`src/iso_bank_pkg.sv`:
```
/*
 * Shared constants for the isochronous receive mask and the bus management
 * initial value bank: register offsets, field widths and reset values.
 * Assumes an 8-bit byte address on the register port and 32-bit data.
 */
package iso_bank_pkg;

    localparam int ADDR_W = 8;
    localparam int DATA_W = 32;

    // Register byte offsets
    localparam logic [7:0] OFF_RX_EVENT_CLEAR = 8'hA4;
    localparam logic [7:0] OFF_RX_MASK_SET    = 8'hA8;
    localparam logic [7:0] OFF_RX_MASK_CLEAR  = 8'hAC;
    localparam logic [7:0] OFF_INIT_BW        = 8'hB0;
    localparam logic [7:0] OFF_INIT_CHAN_HI   = 8'hB4;
    localparam logic [7:0] OFF_INIT_CHAN_LO   = 8'hB8;

    // Field layout
    localparam int RX_CTX_N = 4;
    localparam int BW_W     = 13;
    localparam int CHAN_W   = 32;

    // Reset values
    localparam logic [3:0]  RST_RX_MASK   = 4'h0;
    localparam logic [12:0] RST_INIT_BW   = 13'h1333;
    localparam logic [31:0] RST_INIT_CHAN = 32'hFFFF_FFFF;
    localparam logic [31:0] RDATA_ZERO    = 32'h0000_0000;

    // Pin synchroniser depth
    localparam int SYNC_STAGES = 2;

endpackage

```
`src/bank_if.sv`:
```
/*
 * Carrier between the register bank top and its two leaf modules.
 * Assumes all three sit on the same clock.
 */
`timescale 1ns/10ps
interface bank_if;
    logic [3:0]  mask_set;    // Bits to set in the receive mask
    logic [3:0]  mask_clr;    // Bits to clear in the receive mask
    logic [3:0]  mask;        // Current receive mask
    logic [12:0] bw_init;     // Initial bandwidth field
    logic [31:0] hi_init;     // Initial channels high field
    logic [31:0] lo_init;     // Initial channels low field
    logic        load;        // Copy initial values into the CSRs

    modport mask_side (input mask_set, mask_clr, output mask);
    modport load_side (input bw_init, hi_init, lo_init, load);
    modport ctrl      (output mask_set, mask_clr, bw_init, hi_init, lo_init, load,
                       input mask);
endinterface

```
`src/bus_mgmt_loader.sv`:
```
/*
 * Bus management CSR copies: bandwidth available and channels available
 * high and low, loaded from the initial value fields on any reset event.
 * Assumes load is a same-clock level that stands while the reset lasts.
 */
`timescale 1ns/10ps
module bus_mgmt_loader
    import iso_bank_pkg::*;
(
    input  wire logic        clk,          // 25 MHz clock
    input  wire logic        rstn,         // Synchronous reset, active low
    input  wire logic        ce,           // Clock enable
    bank_if.load_side        b,            // Initial values and load
    output logic [12:0]      bw_avail,     // BANDWIDTH_AVAILABLE copy
    output logic [31:0]      chan_hi,      // CHANNELS_AVAILABLE_HI copy
    output logic [31:0]      chan_lo       // CHANNELS_AVAILABLE_LO copy
);
    logic [12:0] bw_reg, bw_next;
    logic [31:0] hi_reg, hi_next;
    logic [31:0] lo_reg, lo_next;

    always_comb begin
        bw_next = b.load ? b.bw_init : bw_reg;
        hi_next = b.load ? b.hi_init : hi_reg;
        lo_next = b.load ? b.lo_init : lo_reg;
    end

    always_ff @(posedge clk) begin
        if (!rstn) begin
            bw_reg <= RST_INIT_BW;
            hi_reg <= RST_INIT_CHAN;
            lo_reg <= RST_INIT_CHAN;
        end else if (ce) begin
            bw_reg <= bw_next;
            hi_reg <= hi_next;
            lo_reg <= lo_next;
        end
    end

    assign bw_avail = bw_reg;
    assign chan_hi  = hi_reg;
    assign chan_lo  = lo_reg;
endmodule

```
`src/iso_rx_mask_and_bus_mgmt_init_regs.sv`:
```
/*
 * Register slice: isochronous receive interrupt mask (set/clear pair),
 * masked read of the receive events, and the three bus management
 * initial value registers with their copy into the CSRs.
 * Assumes the receive event bits come from same-clock logic, the global
 * and host bus reset inputs are asynchronous pins, and the 1394 bus reset
 * and software reset are same-clock levels.
 */
`timescale 1ns/10ps

////////////////////////////////////////////////////////////////////////////////

// Notes on behaviour
// - Each receive context has a mask bit that decides whether it feeds the summary irq.
// - Reading the mask at its set or its clear address returns the mask unchanged.
// - Mask bit n sits at the same position as receive event bit n and governs context n.
// - The mask has a set and a clear address; bits 3..0 are live, bits 31..4 read zero.
// - The 13-bit initial bandwidth is writable, presets to 1333h, survives a bus reset.
// - Bits 31..13 of the initial bandwidth register ignore writes and read zero.
// - Global, host bus or 1394 bus reset copies the initial bandwidth into its CSR.
// - Initial channels high is writable, presets to all ones, is copied on a global, host bus or 1394 bus reset.
// - Initial channels low is writable, presets to all ones, is copied on a global, host bus or 1394 bus reset.
// - Reading the event clear address returns the event bits ANDed with the mask.
// - A one written at set sets the bit, at clear clears it; a zero changes nothing.
module iso_rx_mask_and_bus_mgmt_init_regs
    import iso_bank_pkg::*;
(
    input  wire logic        clk,                      // 25 MHz clock
    input  wire logic        rstn,                     // Synchronous reset, active low
    input  wire logic        ce,                       // Clock enable, freezes state when low
    input  wire logic [7:0]  addr,                     // Register byte address
    input  wire logic [31:0] wdata,                    // Write data
    input  wire logic        wr,                       // Write strobe
    input  wire logic        rd,                       // Read strobe
    output logic      [31:0] rdata,                    // Read data, cycle after rd
    input  wire logic [3:0]  rx_event,                 // Receive event bits per context
    input  wire logic        soft_reset,               // Software reset level
    input  wire logic        global_reset_input,       // Global reset pin
    input  wire logic        host_bus_reset_input,     // Host bus reset pin
    input  wire logic        bus_reset_1394,           // 1394 bus reset level
    output logic             iso_receive_summary_irq,  // Summary irq source
    output logic      [12:0] bandwidth_available,      // BANDWIDTH_AVAILABLE CSR
    output logic      [31:0] channels_available_hi,    // CHANNELS_AVAILABLE_HI CSR
    output logic      [31:0] channels_available_lo     // CHANNELS_AVAILABLE_LO CSR
);

    ////////////////////////////////////////////////////////////////////////////
    // Decode helpers

    function automatic logic hit(input logic [7:0] a, input logic [7:0] off);
        hit = (a == off);
    endfunction

    function automatic logic [31:0] widen4(input logic [3:0] v);
        widen4 = {28'h000_0000, v};
    endfunction

    ////////////////////////////////////////////////////////////////////////////
    // Pin synchronisers for the two reset pins

    logic [1:0] global_reset_input_sync_reg;
    logic [1:0] global_reset_input_sync_next;
    logic [1:0] host_bus_reset_input_sync_reg;
    logic [1:0] host_bus_reset_input_sync_next;

    always_comb begin
        global_reset_input_sync_next = {global_reset_input_sync_reg[0], global_reset_input};
        host_bus_reset_input_sync_next = {host_bus_reset_input_sync_reg[0], host_bus_reset_input};
    end

    always_ff @(posedge clk) begin
        if (!rstn) begin
            global_reset_input_sync_reg <= 2'h0;
            host_bus_reset_input_sync_reg <= 2'h0;
        end else if (ce) begin
            global_reset_input_sync_reg <= global_reset_input_sync_next;
            host_bus_reset_input_sync_reg <= host_bus_reset_input_sync_next;
        end
    end

    logic any_reset_event;
    assign any_reset_event = global_reset_input_sync_reg[1] | host_bus_reset_input_sync_reg[1] | bus_reset_1394;

    ////////////////////////////////////////////////////////////////////////////
    // Write decode

    logic wr_mask_set;
    logic wr_mask_clr;
    logic wr_bw;
    logic wr_hi;
    logic wr_lo;

    assign wr_mask_set = wr & hit(addr, OFF_RX_MASK_SET);
    assign wr_mask_clr = wr & hit(addr, OFF_RX_MASK_CLEAR);
    assign wr_bw       = wr & hit(addr, OFF_INIT_BW);
    assign wr_hi       = wr & hit(addr, OFF_INIT_CHAN_HI);
    assign wr_lo       = wr & hit(addr, OFF_INIT_CHAN_LO);

    ////////////////////////////////////////////////////////////////////////////
    // Receive mask

    bank_if b ();

    assign b.mask_set = wr_mask_set ? wdata[3:0] : 4'h0;
    assign b.mask_clr = wr_mask_clr ? wdata[3:0] : 4'h0;

    rx_mask_bank u_mask (
        .clk  (clk),
        .rstn (rstn),
        .ce   (ce),
        .b    (b.mask_side)
    );

    assign iso_receive_summary_irq = |(rx_event & b.mask);

    ////////////////////////////////////////////////////////////////////////////
    // Initial value registers

    logic [12:0] init_bw_reg;
    logic [12:0] init_bw_next;
    logic [31:0] init_hi_reg;
    logic [31:0] init_hi_next;
    logic [31:0] init_lo_reg;
    logic [31:0] init_lo_next;

    always_comb begin
        init_bw_next = init_bw_reg;
        init_hi_next = init_hi_reg;
        init_lo_next = init_lo_reg;
        if (soft_reset) begin
            init_bw_next = RST_INIT_BW;
            init_hi_next = RST_INIT_CHAN;
            init_lo_next = RST_INIT_CHAN;
        end else begin
            if (wr_bw) begin
                init_bw_next = wdata[12:0];
            end
            if (wr_hi) begin
                init_hi_next = wdata;
            end
            if (wr_lo) begin
                init_lo_next = wdata;
            end
        end
    end

    always_ff @(posedge clk) begin
        if (!rstn) begin
            init_bw_reg <= RST_INIT_BW;
            init_hi_reg <= RST_INIT_CHAN;
            init_lo_reg <= RST_INIT_CHAN;
        end else if (ce) begin
            init_bw_reg <= init_bw_next;
            init_hi_reg <= init_hi_next;
            init_lo_reg <= init_lo_next;
        end
    end

    assign b.bw_init = init_bw_reg;
    assign b.hi_init = init_hi_reg;
    assign b.lo_init = init_lo_reg;
    assign b.load    = any_reset_event;

    bus_mgmt_loader u_loader (
        .clk      (clk),
        .rstn     (rstn),
        .ce       (ce),
        .b        (b.load_side),
        .bw_avail (bandwidth_available),
        .chan_hi  (channels_available_hi),
        .chan_lo  (channels_available_lo)
    );

    ////////////////////////////////////////////////////////////////////////////
    // Read path

    logic [31:0] rdata_reg;
    logic [31:0] rdata_next;

    always_comb begin
        rdata_next = RDATA_ZERO;
        if (rd) begin
            case (addr)
                OFF_RX_EVENT_CLEAR: rdata_next = widen4(rx_event & b.mask);
                OFF_RX_MASK_SET:    rdata_next = widen4(b.mask);
                OFF_RX_MASK_CLEAR:  rdata_next = widen4(b.mask);
                OFF_INIT_BW:        rdata_next = {19'h0_0000, init_bw_reg};
                OFF_INIT_CHAN_HI:   rdata_next = init_hi_reg;
                OFF_INIT_CHAN_LO:   rdata_next = init_lo_reg;
                default:            rdata_next = RDATA_ZERO;
            endcase
        end
    end

    always_ff @(posedge clk) begin
        if (!rstn) begin
            rdata_reg <= RDATA_ZERO;
        end else if (ce) begin
            rdata_reg <= rdata_next;
        end
    end

    assign rdata = rdata_reg;
endmodule

```
`src/rx_mask_bank.sv`:
```
/*
 * Per-context receive mask with separate set and clear strobes.
 * Assumes set and clear come from the register decode on the same clock.
 */
`timescale 1ns/10ps
module rx_mask_bank
    import iso_bank_pkg::*;
(
    input  wire logic   clk,    // 25 MHz clock
    input  wire logic   rstn,   // Synchronous reset, active low
    input  wire logic   ce,     // Clock enable
    bank_if.mask_side   b       // Mask strobes and value
);
    logic [3:0] mask_reg;
    logic [3:0] mask_next;

    always_comb begin
        mask_next = (mask_reg | b.mask_set) & ~b.mask_clr;
    end

    always_ff @(posedge clk) begin
        if (!rstn) begin
            mask_reg <= RST_RX_MASK;
        end else if (ce) begin
            mask_reg <= mask_next;
        end
    end

    assign b.mask = mask_reg;
endmodule
```
`config.mk`:
```
export PLATFORM = sky130hd
export DESIGN_NAME = iso_rx_mask_and_bus_mgmt_init_regs
export DESIGN_NICKNAME = d
export VERILOG_FILES = /design/src/iso_bank_pkg.sv /design/src/bank_if.sv /design/src/bus_mgmt_loader.sv /design/src/iso_rx_mask_and_bus_mgmt_init_regs.sv /design/src/rx_mask_bank.sv
export SDC_FILE = /design/constraint.sdc
export NUM_CORES = 1
export LEC_CHECK = 0
export ABC_AREA = 1
export BUFFER_PORTS_ARGS = -buffer_cell sky130_fd_sc_hd__buf_4
export CAP_MARGIN = 20
export CORE_MARGIN = 2
export CORE_UTILIZATION = 52
export CTS_CLUSTER_SIZE = 30
export DETAILED_ROUTE_END_ITERATION = 10
export GPL_ROUTABILITY_DRIVEN = 0
export GPL_TIMING_DRIVEN = 0
export HOLD_SLACK_MARGIN = 0.08
export PLACE_DENSITY = 0.76
export SYNTH_ARGS = -nofsm -noshare
export SYNTH_HDL_FRONTEND = slang
export SYNTH_SLANG_ARGS = --single-unit
export TNS_END_PERCENT = 5
```
`constraint.sdc`:
```
create_clock -name clk -period 1.54 [get_ports clk]
set_input_delay 0.308 -clock clk [delete_from_list [all_inputs] [get_ports clk]]
set_output_delay 0.308 -clock clk [all_outputs]
set_load 0.03 [all_outputs]
```
# Word-level counts from Yosys, hierarchy flattened
# Cells that the tools add are included.
[word_totals] inputBits=53 regBits=194 out_inout_bits=110
[op_classes] bitwise_logic=11 muxes=10 reduce_logical=9 eq_ne=6
[ops] op="$mux 32" n=5
[ops] op="$pmux 32 s5" n=1
[ops] op="$eq 8x8->1 const B" n=6
[ops] op="$mux 13" n=2
[ops] op="$and 4x4->4" n=2
[ops] op="$mux 4" n=2
[ops] op="$reduce_and 2->1" n=4
[ops] op="$reduce_bool 2->1" n=3
[ops] op="$and 1x1->1" n=5
[ops] op="$not 4->4" n=1
[ops] op="$or 4x4->4" n=1
[ops] op="$reduce_or 4->1" n=1
[ops] op="$or 1x1->1" n=2
[ops] op="$reduce_or 2->1" n=1

# Logic depth before layout (Yosys ltp)
[depth] word_depth=5 ltp_mapped=11

# By module
# Synthesis repeated with hierarchy kept, for this count alone.
[unflattened] hier_cells=1109 area_unflattened_um2=9080.0
[modules_own_cells] mod="iso_rx_mask_and_bus_mgmt_init_regs" area_each_um2=5099.9 seq_area_each_um2=2262.2 n_inst=1 cells_per_inst=733
[modules_own_cells] mod="bus_mgmt_loader" area_each_um2=3823.7 seq_area_each_um2=1541.5 n_inst=1 cells_per_inst=355
[modules_own_cells] mod="rx_mask_bank" area_each_um2=156.4 seq_area_each_um2=80.1 n_inst=1 cells_per_inst=21

# Least setup slack after synthesis
# No wires, ideal clock.
[synth_timing] path_type="input-to-reg" start="in addr[0]" end="reg init_bw_reg[5], in the netlist b.bw_init[5]" slack_ps=102 cell_stages=11 setup_ps=134 arrival_time_ps=1305 n_path_buf=2 path_cell_list="inv_2 nand2_4 nor2_2 and2_1 buf_6 nand2_4 nand2_8 nand2_4 buf_8 nand2_2 nand3_2"
[synth_via] elab_chain_cells=4
[synth_rtl] item="start, declared" line="iso_rx_mask_and_bus_mgmt_init_regs.sv:31" text="input wire logic [7:0] addr,"
[synth_rtl] item="$eq 8x8->1" line="iso_rx_mask_and_bus_mgmt_init_regs.sv:51" text="hit = (a == off);"
[synth_rtl] item="$and 1x1->1" line="iso_rx_mask_and_bus_mgmt_init_regs.sv:95" text="assign wr_bw = wr & hit(addr, OFF_INIT_BW);"
[synth_rtl] item="$reduce_bool 2->1 (no source line)"
[synth_rtl] item="$reduce_and 2->1 (no source line)"
[synth_rtl] item="end signal, assigned" line="iso_rx_mask_and_bus_mgmt_init_regs.sv:153" text="init_bw_reg <= init_bw_next;"
[synth_rtl] item="end, declared" line="iso_rx_mask_and_bus_mgmt_init_regs.sv:119" text="logic [12:0] init_bw_reg;"
# Every way passes these cells.
# A chain may end at the register's enable or synchronous reset.

# Worst setup path after layout
[layout_timing] start="reg global_reset_input_sync_reg[1]" end="reg u_loader.hi_reg[20], in the netlist u_loader.chan_hi[20]"
[layout_via] elab_chain_cells=3
[layout_rtl] item="start, declared" line="iso_rx_mask_and_bus_mgmt_init_regs.sv:61" text="logic [1:0] global_reset_input_sync_reg;"
[layout_rtl] item="start signal, assigned" line="iso_rx_mask_and_bus_mgmt_init_regs.sv:76" text="global_reset_input_sync_reg <= global_reset_input_sync_next;"
[layout_rtl] item="$or 1x1->1 (2 in a row)" line="iso_rx_mask_and_bus_mgmt_init_regs.sv:82" text="assign any_reset_event = global_reset_input_sync_reg[1] | host_bus_reset_input_sync_reg[1] | bus_reset_1394;"
[layout_rtl] item="$reduce_and 2->1 (no source line)"
[layout_rtl] item="end signal, assigned" line="bus_mgmt_loader.sv:35" text="hi_reg <= hi_next;"
[layout_rtl] item="end, declared" line="bus_mgmt_loader.sv:19" text="logic [31:0] hi_reg, hi_next;"
# Every way passes these cells.

==> run metrics <==
WL met2 11140 µm; Die Height 127.3 µm; crit path max fanout 10; Routed WL 24590 µm; actual slew at the worst max-slew pin 657.7 ps; Die W 127.3 µm; Synth cell types 31; nets roughly 1300; status completed; PwrDens about 1200 nW/µm²; Cells after Synth 1070; crit path DAT 1880 ps; n_diodes 0; Core Region 15030 µm²; fmax around 660 MHz; Post-Synth Simple-Gate Area 41.10%; main combinational cell family by area after synthesis simple AND/OR/NAND/NOR gates; Synth Area in Compound Gates 4.208%; Overall Global Routing Usage 30.11%; global-route wire length before repair about 38000 µm; minimum clock period around 1500 ps; Syn Std Cell Area roughly 8000 µm²; worst-skew pair later-pin latency 440 ps; Tcrit/Tclk final 97.74%; total grt overflow 0; IO buf count 160; Util after Layout 66.09%; Fin. Hold Viols 0; CTS tree done; endpoint class of the critical path register; Final ANT Viol Nets 0; hold_buf cts 0; DR vias/cell 5.578; post-synthesis mux area share 0%; clk_skew roughly 7.5 ps; P_int 0.008258 W; CP Launch Type register; Clock transition at path regs 70 ps; Adder-Cell Fraction of Synth Area 0%; setup violators final 0; via count of the routed design 8088; number of global-route vias before repair 7397; Avg WL per Cell 16.96 µm; Area Growth Syn to Fin 25.63%; Filler cells 1370; CTS root buffer clkbuf_16; routed length on met3 approximately 2300 µm; Synth Area per Inst 7.391 µm²; DR pass1 iterations 6; Final Total Pwr 0.01151 W; Lkg Pwr 4.739 nW; Initial Util 52.61%; CTS sink count 194; max_cap viols 0; initial antenna violation count 0; syn nets 1123; Psw 0.003247 W; die area 16210 µm²; I/O pins 163; Slew Limit Fails 0; sw frac between 20 and 30%; post-synth top area share 49.11%; register area share after synthesis 49.11%; top sig layer met4; Worst Path Required 1910 ps; Clock Path Buffers 2; synth warn 0; Yosys reg bits 194; post-synthesis xor/xnor area fraction 0%; DR DRC count 0; Slew HR 56.15%; Clock power frac between 30% and 40%; layout cells sized above 1 23.53%; Crit Path Class register to register; placed wire-length estimate 18010 µm; Synth area leaders dfxtp_1 (49%), nand2_1 (18%), nand3_1 (16%); Synth area leader dfxtp_1; Starting DRT DRC Count about 860; CTS Buf Count 17; WL met1 10070 µm; min-delay worst type input pin to register; Worst VDD drop 1060 µV; RSZ-0062 raised after global routing yes; Seq pwr share 48.0%; CTS H-tree depth 4; largest net degree at the start of global routing 17; Core Rows 45; setup tns final 0 ps; Comb power frac 15.1%
==> layer usage <==
layer	track usage [%]	vias up
met3	4.816	71
met1	40.11	3722
met5	0	-
li1	-	3845
met4	15.97	0
met2	47.25	450
==> repair_timing <==
item / 4_1_cts / 5_1_grt
pin swaps: 1 / 1
setup buffers: 2 / 0
endpoints found under the setup margin: 41 / 92
gates resized for setup: 0 / 14
==> cell usage in the layout (no fill, tap or decap), types with 2 or more instances in the layout <==
cell type | Yosys | final
a211oi_1 | 2 | 2
a21oi_1 | 37 | 37
a21oi_2 | 3 | 3
a31oi_1 | 2 | 2
buf_1 | 6 | 5
buf_2 | 20 | 19
buf_4 | 10 | 173
clkbuf_1 | 41 | 39
clkbuf_16 | 0 | 17
clkbuf_2 | 0 | 3
clkbuf_8 | 0 | 3
clkinv_2 | 0 | 4
clkinvlp_4 | 0 | 2
dfxtp_1 | 194 | 194
inv_1 | 9 | 9
inv_2 | 7 | 7
nand2_1 | 376 | 375
nand2_2 | 10 | 11
nand2_4 | 3 | 3
nand3_1 | 251 | 251
nand3_2 | 7 | 7
nand3b_1 | 4 | 4
nor2_1 | 30 | 30
nor2_4 | 2 | 4
o21ai_0 | 11 | 11
o21ai_1 | 2 | 2
or2_2 | 32 | 32
==> cells in the mapped netlist (all sizes together) <==
library cell  count
or2              32
o21ai            13
clkinv            1
clkbuf           41
nand3b            4
a21oi            40
nand2           390
a31oi             2
a211oi            2
inv              16
nand3           258
o211ai            1
buf              38
dfxtp           194
o31ai             1
nand4             1
and2              1
nor2             35
==> metrics by stage <==
step	setup WS (ps)	instances	hold slack, ps	cell area, µm²
finish	34.88	1450	112.8	9936
global route	-59.02	1450	109.2	9936
CTS	29.42	1450	107.8	9913
global placement	-379.5	1418	455.2	9345
detailed placement	-385.6	1418	456.3	9345
floorplan	101.6	1070	442.0	7909
==> worst max-delay path, cell delays in order (launching register included) <==
cell,delay (ps)
dfxtp_1,340
o31ai_4,270
buf_4,160
clkbuf_1,450
nand2_1,110
nand3_1,110
==> power by group through the flow <==
stage | logic, W | clock network [W] | registers, W
4_1_cts | 0.00172 | 0.00422 | 0.00552
3_5_place_dp | 0.00171 | 0 | 0.00563
3_3_place_gp | 0.00169 | 0 | 0.00563
6_report | 0.00174 | 0.00424 | 0.00552
5_1_grt | 0.00188 | 0.00443 | 0.00555
2_1_floorplan | 0.000763 | 0 | 0.00589
==> worst paths after layout <==
| check | start | end | slack [ps] | cells past startpoint |
|---|---|---|---|---|
| min reg2reg | rdata[10] | rdata[10] | 470 | 2 |
| max reg2reg | global_reset_input_sync_reg[1] | u_loader.chan_hi[20] | 30 | 5 |
| max | global_reset_input_sync_reg[1] | u_loader.chan_hi[20] | 30 | 5 |
| min | host_bus_reset_input | host_bus_reset_input_sync_reg[0] | 110 | 3 |
==> cells by family after synthesis <==
family | count (synthesis)
buf+inv | 96
compound gates | 59
simple gates | 721
flops | 194
==> final cells by class <==
cell class / instances / area, µm² / area share (%)
Multi-Input combinational cell: 780 / 3596 / 36.19
Clock buffer: 21 / 470.5 / 4.735
Tap cell: 188 / 235.2 / 2.367
Buffer: 79 / 387.9 / 3.904
Timing Repair Buffer: 162 / 1216 / 12.24
Inverter: 17 / 63.81 / 0.6422
Sequential cell: 194 / 3884 / 39.09
Clock inverter: 9 / 82.58 / 0.8311
No activity file was read; power rests on OpenSTA's default activity.
